===== config.mk =====
export PLATFORM = sky130hd
export DESIGN_NAME = sit_target
export DESIGN_NICKNAME = d
export VERILOG_FILES = /design/src/sit_pkg.sv /design/src/sit_sync.sv /design/src/sit_bus_events.sv /design/src/sit_target.sv
export SDC_FILE = /design/constraint.sdc
export NUM_CORES = 1
export LEC_CHECK = 0
export ABC_AREA = 1
export ABC_CLOCK_PERIOD_IN_PS = 1970
export BUFFER_PORTS_ARGS = -buffer_cell sky130_fd_sc_hd__buf_2
export CORE_MARGIN = 4
export CORE_UTILIZATION = 50
export CTS_CLUSTER_DIAMETER = 120
export DETAILED_ROUTE_END_ITERATION = 8
export GPL_TIMING_DRIVEN = 0
export PLACE_DENSITY_LB_ADDON = 0.3
export SYNTH_ARGS = -nofsm -noshare
export SYNTH_HDL_FRONTEND = slang
export SYNTH_SLANG_ARGS = --single-unit

===== constraint.sdc =====
create_clock -name clk_sys_i -period 1.97 [get_ports clk_sys_i]
set_clock_uncertainty 0.05 [all_clocks]
set_input_delay 0.2955 -clock clk_sys_i [delete_from_list [all_inputs] [get_ports clk_sys_i]]
set_output_delay 0.2955 -clock clk_sys_i [all_outputs]
set_load 0.02 [all_outputs]

===== src/sit_pkg.sv =====
// shared constants, register map and bus event carrier for the sensor target port
package sit_pkg;
  // clocking and timing
  localparam int CLK_HZ = 20_000_000;
  localparam int SCL_MAX_HZ = 1_000_000;
  localparam int MIN_SAMPLES = 8;
  localparam int TIMEOUT_MS = 200;
  localparam int STREAM_MS = 10;
  localparam int STRETCH_NS = 100;
  localparam int TIMEOUT_CYC = TIMEOUT_MS * (CLK_HZ / 1000);
  localparam int STREAM_CYC = STREAM_MS * (CLK_HZ / 1000);
  localparam int STRETCH_RAW = (STRETCH_NS * (CLK_HZ / 1_000_000) + 999) / 1000;
  localparam int STRETCH_CYC = (STRETCH_RAW < 1) ? 1 : STRETCH_RAW;

  // register map, 8-bit addresses of 16-bit words
  localparam logic [7:0] REG_SYS_STATUS = 8'h10;
  localparam logic [7:0] REG_SYS_CONTROL = 8'h30;
  localparam logic [7:0] REG_BUS_ADDR = 8'hB1;

  // field positions
  localparam int ST_RESET_BIT = 0;
  localparam int ST_WINDOW_BIT = 1;
  localparam int ST_EVENT_BIT = 2;
  localparam int CTL_ACK_RESET_BIT = 0;
  localparam int CTL_EVENT_MODE_BIT = 1;

  // reset values and special bytes
  localparam logic CTL_EVENT_MODE_RST = 1'b0;
  localparam logic [6:0] ADDR_DEFAULT = 7'h44;
  localparam logic [7:0] INVALID_BYTE = 8'hEE;
  localparam logic [7:0] FORCE_CMD = 8'hFF;

  typedef struct packed {
    logic scl;
    logic sda;
    logic scl_rise;
    logic scl_fall;
    logic start;
    logic stop;
  } sit_bus_ev_t;
endpackage


===== src/sit_sync.sv =====
// two-flop synchroniser for pin levels
`timescale 1ns/1ps
module sit_sync import sit_pkg::*; #(
  parameter int W = 1
) (
  // clock and reset
  input wire logic clk_sys_i,
  input wire logic rst_n_i,
  input wire logic ce_i,
  // levels
  input wire logic [W-1:0] d_i,
  output logic [W-1:0] q_o
);
  logic [W-1:0] meta_q;
  logic [W-1:0] sync_q;

  if (W < 1) begin : g_bad_w
    $error("sit_sync: W must be at least 1");
  end

  // reset to low so nothing is taken as released before the pins are really seen
  always_ff @(posedge clk_sys_i) begin
    if (!rst_n_i) begin
      meta_q <= '0;
      sync_q <= '0;
    end else if (ce_i) begin
      meta_q <= d_i;
      sync_q <= meta_q;
    end
  end

  assign q_o = sync_q;
endmodule


===== src/sit_bus_events.sv =====
// edge, start and stop detection on the synchronised serial lines
`timescale 1ns/1ps
module sit_bus_events import sit_pkg::*; (
  // clock and reset
  input wire logic clk_sys_i,
  input wire logic rst_n_i,
  input wire logic ce_i,
  // synchronised lines
  input wire logic scl_i,
  input wire logic sda_i,
  // events
  output sit_bus_ev_t ev_o
);
  logic scl_q;
  logic sda_q;
  sit_bus_ev_t ev_d;
  sit_bus_ev_t ev_q;

  assign ev_d.scl = scl_i;
  assign ev_d.sda = sda_i;
  assign ev_d.scl_rise = scl_i & ~scl_q;
  assign ev_d.scl_fall = ~scl_i & scl_q;
  assign ev_d.start = scl_i & scl_q & sda_q & ~sda_i;
  assign ev_d.stop = scl_i & scl_q & ~sda_q & sda_i;

  always_ff @(posedge clk_sys_i) begin
    if (!rst_n_i) begin
      scl_q <= 1'b1;
      sda_q <= 1'b1;
      ev_q <= '0;
    end else if (ce_i) begin
      scl_q <= scl_i;
      sda_q <= sda_i;
      ev_q <= ev_d;
    end
  end

  assign ev_o = ev_q;
endmodule


===== src/sit_target.sv =====
// serial target port with boot-time clear input, ready windows and register file
`timescale 1ns/1ps
module sit_target import sit_pkg::*; #(
  parameter int TIMEOUT_CYCLES = TIMEOUT_CYC,
  parameter int STREAM_CYCLES = STREAM_CYC
) (
  // clock, reset, enable
  input wire logic clk_sys_i,
  input wire logic rst_n_i,
  input wire logic ce_i,
  // serial clock
  input wire logic scl_i,
  output logic scl_o,
  output logic scl_oe_o,
  // serial data
  input wire logic sda_i,
  output logic sda_o,
  output logic sda_oe_o,
  // clear / ready pin
  input wire logic clear_or_window_pin_i,
  output logic clear_or_window_pin_o,
  output logic clear_or_window_pin_oe_o,
  // device side
  input wire logic event_i,
  output logic booted_o,
  output logic window_open_o
);
  localparam int CNT_MAX = (TIMEOUT_CYCLES > STREAM_CYCLES) ? TIMEOUT_CYCLES : STREAM_CYCLES;
  localparam int CNT_W = $clog2(CNT_MAX + 1);

  if (TIMEOUT_CYCLES < 1 || STREAM_CYCLES < 1 || STRETCH_CYC > 15) begin : g_bad_cnt
    $error("sit_target: counts out of range");
  end
  // sampling needs several system clocks per serial clock period
  if (CLK_HZ / SCL_MAX_HZ < MIN_SAMPLES) begin : g_bad_rate
    $error("sit_target: system clock too slow for the serial clock");
  end

  typedef enum logic [2:0] {S_IDLE, S_ADDR, S_REG, S_WDATA, S_ACK, S_RDATA, S_HACK} sit_state_t;

  function automatic logic addr_match(input logic [6:0] a, input logic [6:0] prim);
    addr_match = (a == prim) || (a == {prim[6:1], ~prim[0]});
  endfunction

  logic [2:0] pins_s;
  sit_bus_ev_t ev;
  sit_state_t state_q;
  sit_state_t nxt_q;
  logic [3:0] cnt_q;
  logic [7:0] sh_q;
  logic [7:0] tx_q;
  logic [7:0] reg_q;
  logic hi_q;
  logic [7:0] wlow_q;
  logic sda_oe_q;
  logic scl_oe_q;
  logic [3:0] str_q;
  logic win_q;
  logic served_q;
  logic pend_q;
  logic force_q;
  logic rst_flag_q;
  logic evmode_q;
  logic [6:0] prim_q;
  logic booted_q;
  logic cow_oe_q;
  logic [CNT_W-1:0] wcnt_q;
  logic [CNT_W-1:0] scnt_q;

  sit_sync #(
    .W(3)
  ) u_sync (
    .clk_sys_i(clk_sys_i),
    .rst_n_i(rst_n_i),
    .ce_i(ce_i),
    .d_i({clear_or_window_pin_i, sda_i, scl_i}),
    .q_o(pins_s)
  );

  sit_bus_events u_ev (
    .clk_sys_i(clk_sys_i),
    .rst_n_i(rst_n_i),
    .ce_i(ce_i),
    .scl_i(pins_s[0]),
    .sda_i(pins_s[1]),
    .ev_o(ev)
  );

  // byte level decode
  wire pin_high = pins_s[2];
  wire byte_done = ev.scl_fall && (cnt_q == 4'd8);
  wire addr_hit = addr_match(sh_q[7:1], prim_q);
  wire addr_done = (state_q == S_ADDR) && byte_done;
  wire reg_done = (state_q == S_REG) && byte_done;
  wire wdat_done = (state_q == S_WDATA) && byte_done;
  wire wr_commit = wdat_done && hi_q;
  wire [15:0] wr_word = {sh_q, wlow_q};
  wire force_hit = reg_done && (sh_q == FORCE_CMD);
  wire ack_fall = (state_q == S_ACK) && ev.scl_fall;
  wire to_read = ack_fall && (nxt_q == S_RDATA);
  wire host_ack = (state_q == S_HACK) && ev.scl_rise && !ev.sda;
  wire ack_bit = wr_commit && (reg_q == REG_SYS_CONTROL) && wr_word[CTL_ACK_RESET_BIT];
  wire sit_state_t byte_nxt = (state_q != S_ADDR) ? S_WDATA : (sh_q[0] ? S_RDATA : S_REG);

  // read path
  logic [15:0] status_w;
  logic [15:0] control_w;
  always_comb begin
    status_w = '0;
    status_w[ST_RESET_BIT] = rst_flag_q;
    status_w[ST_WINDOW_BIT] = win_q;
    status_w[ST_EVENT_BIT] = pend_q;
    control_w = '0;
    control_w[CTL_EVENT_MODE_BIT] = evmode_q;
  end
  wire rd_valid = (reg_q == REG_SYS_STATUS) || (reg_q == REG_SYS_CONTROL) ||
                  (reg_q == REG_BUS_ADDR);
  wire [15:0] rd_word = (reg_q == REG_SYS_STATUS) ? status_w :
                        (reg_q == REG_SYS_CONTROL) ? control_w : {9'h000, prim_q};
  wire [7:0] rd_byte = (!win_q || !rd_valid) ? INVALID_BYTE :
                       (hi_q ? rd_word[15:8] : rd_word[7:0]);

  // window control
  wire stream_due = !evmode_q && (scnt_q == CNT_W'(STREAM_CYCLES - 1));
  wire open_now = booted_q && !win_q && (force_q || stream_due || (evmode_q && pend_q));
  wire timeout = win_q && (wcnt_q == CNT_W'(TIMEOUT_CYCLES - 1));
  wire close_now = win_q && ((ev.stop && served_q) || timeout || force_hit);

  // serial protocol engine
  always_ff @(posedge clk_sys_i) begin
    if (!rst_n_i) begin
      state_q <= S_IDLE;
      nxt_q <= S_IDLE;
      cnt_q <= 4'h0;
      sh_q <= 8'h00;
      tx_q <= 8'h00;
      sda_oe_q <= 1'b0;
    end else if (ce_i) begin
      if (!booted_q || ev.stop) begin
        state_q <= S_IDLE;
        sda_oe_q <= 1'b0;
      end else if (ev.start) begin
        state_q <= S_ADDR;
        cnt_q <= 4'h0;
        sda_oe_q <= 1'b0;
      end else begin
        unique case (state_q)
          S_IDLE: begin
          end
          S_ADDR, S_REG, S_WDATA: begin
            if (ev.scl_rise && cnt_q != 4'd8) begin
              sh_q <= {sh_q[6:0], ev.sda};
              cnt_q <= cnt_q + 4'h1;
            end
            if (byte_done) begin
              cnt_q <= 4'h0;
              if (addr_done && !addr_hit) begin
                state_q <= S_IDLE;
              end else begin
                state_q <= S_ACK;
                nxt_q <= byte_nxt;
                sda_oe_q <= 1'b1;
              end
            end
          end
          S_ACK: begin
            if (ev.scl_fall) begin
              state_q <= nxt_q;
              tx_q <= {rd_byte[6:0], 1'b0};
              sda_oe_q <= (nxt_q == S_RDATA) && !rd_byte[7];
              cnt_q <= (nxt_q == S_RDATA) ? 4'h1 : 4'h0; // read msb is already out
            end
          end
          S_RDATA: begin
            if (ev.scl_fall) begin
              if (cnt_q == 4'd8) begin
                state_q <= S_HACK;
                sda_oe_q <= 1'b0;
              end else begin
                sda_oe_q <= !tx_q[7];
                tx_q <= {tx_q[6:0], 1'b0};
                cnt_q <= cnt_q + 4'h1;
              end
            end
          end
          S_HACK: begin
            if (ev.scl_rise) begin
              state_q <= ev.sda ? S_IDLE : S_ACK;
              nxt_q <= S_RDATA;
            end
          end
          default: state_q <= S_IDLE;
        endcase
      end
    end
  end

  // clock stretch while the next read byte is fetched
  always_ff @(posedge clk_sys_i) begin
    if (!rst_n_i) begin
      str_q <= 4'h0;
      scl_oe_q <= 1'b0;
    end else if (ce_i) begin
      if (to_read) begin
        str_q <= 4'(STRETCH_CYC);
        scl_oe_q <= 1'b1;
      end else if (str_q != 4'h0) begin
        str_q <= str_q - 4'h1;
        scl_oe_q <= (str_q != 4'h1);
      end
    end
  end

  // register pointer, auto-increment per word
  always_ff @(posedge clk_sys_i) begin
    if (!rst_n_i) begin
      reg_q <= 8'h00;
      hi_q <= 1'b0;
      wlow_q <= 8'h00;
    end else if (ce_i) begin
      if (reg_done) begin
        reg_q <= sh_q;
        hi_q <= 1'b0;
      end else if (addr_done) begin
        hi_q <= 1'b0;
      end else if (wdat_done) begin
        wlow_q <= sh_q;
        hi_q <= !hi_q;
        reg_q <= hi_q ? reg_q + 8'h01 : reg_q;
      end else if (host_ack) begin
        hi_q <= !hi_q;
        reg_q <= hi_q ? reg_q + 8'h01 : reg_q;
      end
    end
  end

  // writable registers and reset flag
  always_ff @(posedge clk_sys_i) begin
    if (!rst_n_i) begin
      rst_flag_q <= 1'b1;
      evmode_q <= CTL_EVENT_MODE_RST;
      prim_q <= ADDR_DEFAULT;
    end else if (ce_i) begin
      if (ack_bit) begin
        rst_flag_q <= 1'b0;
      end
      if (wr_commit && reg_q == REG_SYS_CONTROL) begin
        evmode_q <= wr_word[CTL_EVENT_MODE_BIT];
      end
      if (wr_commit && reg_q == REG_BUS_ADDR) begin
        prim_q <= wr_word[6:0];
      end
    end
  end

  // boot hold on the clear pin, then ready windows
  always_ff @(posedge clk_sys_i) begin
    if (!rst_n_i) begin
      booted_q <= 1'b0;
      cow_oe_q <= 1'b1;
    end else if (ce_i) begin
      booted_q <= booted_q || pin_high;
      cow_oe_q <= booted_q && win_q;
    end
  end

  // events that arrive while being consumed are kept: set wins
  always_ff @(posedge clk_sys_i) begin
    if (!rst_n_i) begin
      win_q <= 1'b0;
      served_q <= 1'b0;
      pend_q <= 1'b0;
      force_q <= 1'b0;
      wcnt_q <= '0;
      scnt_q <= '0;
    end else if (ce_i) begin
      pend_q <= event_i || (pend_q && !(open_now && evmode_q));
      force_q <= (force_hit && !win_q) || (force_q && !open_now);
      if (open_now) begin
        win_q <= 1'b1;
      end else if (close_now) begin
        win_q <= 1'b0;
      end
      served_q <= (served_q || (addr_done && addr_hit && win_q)) && !close_now;
      wcnt_q <= win_q && !close_now ? wcnt_q + CNT_W'(1) : '0;
      scnt_q <= (!win_q && !stream_due && booted_q) ? scnt_q + CNT_W'(1) : '0;
    end
  end

  assign scl_o = 1'b0;
  assign sda_o = 1'b0;
  assign clear_or_window_pin_o = 1'b0;
  assign scl_oe_o = scl_oe_q;
  assign sda_oe_o = sda_oe_q;
  assign clear_or_window_pin_oe_o = cow_oe_q;
  assign booted_o = booted_q;
  assign window_open_o = win_q;
endmodule


==> reports/results.ini <==
[run_status]
status = complete, no violations

[floorplanning]
ios = 15
die_w_um = 118
dieArea_sq_mm = 0.0139
core_sq_mm = 0.0116
std_cell_rows = 39
fp.dieH_um = 118
initial_core_util_pct = 52.1

[global_route]
antenna_found_initial = 0
busiest_layer = met2
use_met1_pct = 29.4
grt.total_usage_pct = 21.6
grt_overflow = 0
grt_pass1_vias = 5156
grt_pass1_wl_mm = 24.6
grt_max_degree = 17
met3_usage_pct = 5.38
met2_usage_pct = 33.2

[logic_synthesis]
yosysUniqueCellTypes = 41
yosysWarnings = 0
netlist.area_leader.share_pct = 39.4
ys_top_cells_by_area = dfxtp_1, nand2_1, nor2_1
synth_area_sq_mm = 0.00605
ys_ff_latch = 119
syn_inst = 872
synth-edff-count = 0
async_flop_share_pct = 0
ys.flop_type = dfxtp_1
syn_area_per_cell_sq_um = 6.94
synth_most_common_cell = nand2_1
synth_common_cells = nand2_1, nor2_1, dfxtp_1
yosysSeqAreaShare_pct = 39.4
netlist.top_cell.by_area = dfxtp_1

[pwr]
internal_power_mw = 4.71
power.switching_mw = 1.50
seqPwrFrac_pct = 40.7
ir_drop_v = 0.000859
powerDensity_mw_per_mm2 = 881
power_switching_share_pct = 24.2
power_frac_clock_pct = 51.3
power_frac_comb_pct = 7.9
leakagePower_nw = 2.82

[finish]
multi_input_area_sq_mm = 0.00324
antenna_cells = 0
drive_above_1_share_pct = 12.8
nets = 927
area_growth_pct = 16.4
fillers = 1067
final-seq-area_sq_mm = 0.00238

[clock_tree]
clock-root-buffer = clkbuf_16
htree_levels = 4
cts_buffers = 17
clock_path_buffers = 2
clock_latency_ns = 0.43
path_clk_slew_ns = 0.05
tritoncts = yes
cts.sinks = 119

[drt]
ant_nets = 0
wirelength_mm = 14.9
wl_per_cell_um = 14.0
drt_pass1_iterations = 5
vias_per_cell = 5.42
route.detailed.drc = 0
num_vias = 5782
drtIter0Drc = 520

[sta]
report.final.setup_viol = 0
max_freq_mhz = 526
hold_viol = 0
whs_ns = 0.0379
period_needed_ns = 1.90
worst_pin_slew_ns = 0.776
final-max-slew-violation-count = 0
maxSlewHeadroom_pct = 48.3
setup_ws_ns = 0.0702
timing.final.crit_share_pct = 96.4

[worst_setup_path]
cp_data_required_time_ns = 2.23
crit-reg2reg-launch = state_q[2]
crit_fanout = 8
crit_type = flop to flop
crit_path_start = state_q[2]
crit_arrival_ns = 2.16
startpoint_type = flop
endpoint_kind = flop

[placed_design]
place_hpwl_mm = 10.4
place.gp.congestion = 0.924
dp_slack_ns = -0.147
numPortBuffers = 11

[hold_path]
hold_start = clear_or_window_pin_i
hp-class = input port to flop

[job]
drv_cap = 0

critical path: stages (launching register included):
cell     delay (ns)
dfxtp_1        0.30
buf_4          0.17
inv_2          0.08
nor2_4         0.20
nand2_4        0.12
inv_2          0.15
nand2_1        0.11
nand3_1        0.10
nand2_1        0.05
nand2_1        0.14
inv_1          0.07
o21ai_0        0.17
nor2_1         0.06
cell families (layout without fill, tap and decap cells):
| logic type | Yosys count | in the layout | synth area share [%] |
|---|---|---|---|
| and+or+nand+nor | 427 | 427 | 32.2 |
| AOI/OAI and AO/OA | 166 | 166 | 14.5 |
| buffers and inverters | 126 | 175 | 8.52 |
| DFF | 119 | 119 | 39.4 |
| xor gates and xnor gates | 23 | 23 | 3.33 |
| adders and majority gates | 10 | 10 | 2.07 |
| other | 1 | 3 | 0.0620 |
metal layers:
metal  vias to the layer above  share of wire [%]
met4                         0                2.2
met1                      2650                 47
met5                         -                  0
met2                       167                 45
li1                       2928                  -
met3                        37                6.0
placed cells by master (no fill, tap or decap), drive strengths merged, types with 2 or more instances in the layout:
| cell type | n |
|---|---|
| nand3 | 58 |
| o21a | 2 |
| nand2 | 174 |
| nor4 | 3 |
| or2 | 6 |
| conb | 3 |
| a31oi | 3 |
| xor2 | 15 |
| inv | 102 |
| o211ai | 4 |
| nor3b | 2 |
| bufinv | 3 |
| nor3 | 27 |
| xnor2 | 8 |
| nand4 | 19 |
| nor2 | 136 |
| a211oi | 3 |
| dfxtp | 119 |
| a21oi | 75 |
| clkinv | 7 |
| clkbuf | 34 |
| o21ai | 76 |
| nand3b | 2 |
| buf | 28 |
| ha | 10 |
state kept, by name, indices dropped and copies added (netlist names), 3 cells and up:
register,flops
cnt_q,4
nxt_q,3
prim_q,7
reg_q,8
scnt_q,22
sh_q,8
state_q,3
str_q,4
tx_q,7
u_ev.ev_o,5
u_sync.meta_q,3
u_sync.q_o,3
wcnt_q,22
wlow_q,7
worst paths after layout:
kind | slack, ns | cells after the start | end
worst max-delay path | 0.07 | 12 | state_q[1]
worst min-delay path | 0.04 | 3 | u_sync.meta_q[2]
worst max register to register | 0.07 | 12 | state_q[1]
worst min register to register | 0.41 | 2 | rst_flag_q
repair_timing:
action                                  4_1_cts  5_1_grt
buffers inserted                              4        2
pin swaps                                     2        3
resized for setup                             5       20
hold buffers                                  0        0
gates cloned                                  0        0
endpoints found under the setup margin       25       57
hold endpoints to repair                      0        0
through the flow:
stage	setup TNS [ns]	utilization (%)	power (mW)	instances	cell area, sq um
6_report	0	60.6	6.21	1066	7040
5_1_grt	-0.00153	60.6	6.41	1066	7040
4_1_cts	0	59.9	6.20	1064	6960
3_5_place_dp	-1.65	54.2	3.03	1028	6290
3_3_place_gp	-1.87	54.2	3.02	1028	6290
2_1_floorplan	0	-	2.91	874	6060
power groups by stage:
stage	combinational, mW	clock [mW]	sequential, mW
floorplan	0.334	0	2.58
global placement	0.449	0	2.57
detailed placement	0.455	0	2.58
CTS	0.466	3.21	2.52
global route	0.547	3.33	2.53
finish	0.492	3.19	2.53
cell type report:
| class | count | area share, % |
|---|---|---|
| Buffer | 24 | 1.94 |
| Timing Repair Buffer | 17 | 1.60 |
| Clock buffer | 21 | 6.54 |
| Multi-Input combinational cell | 629 | 46.0 |
| Clock inverter | 11 | 2.10 |
| Sequential cell | 119 | 33.8 |
| Inverter | 102 | 5.44 |
| Tap cell | 143 | 2.54 |
Power figures use the tool's default switching activity.
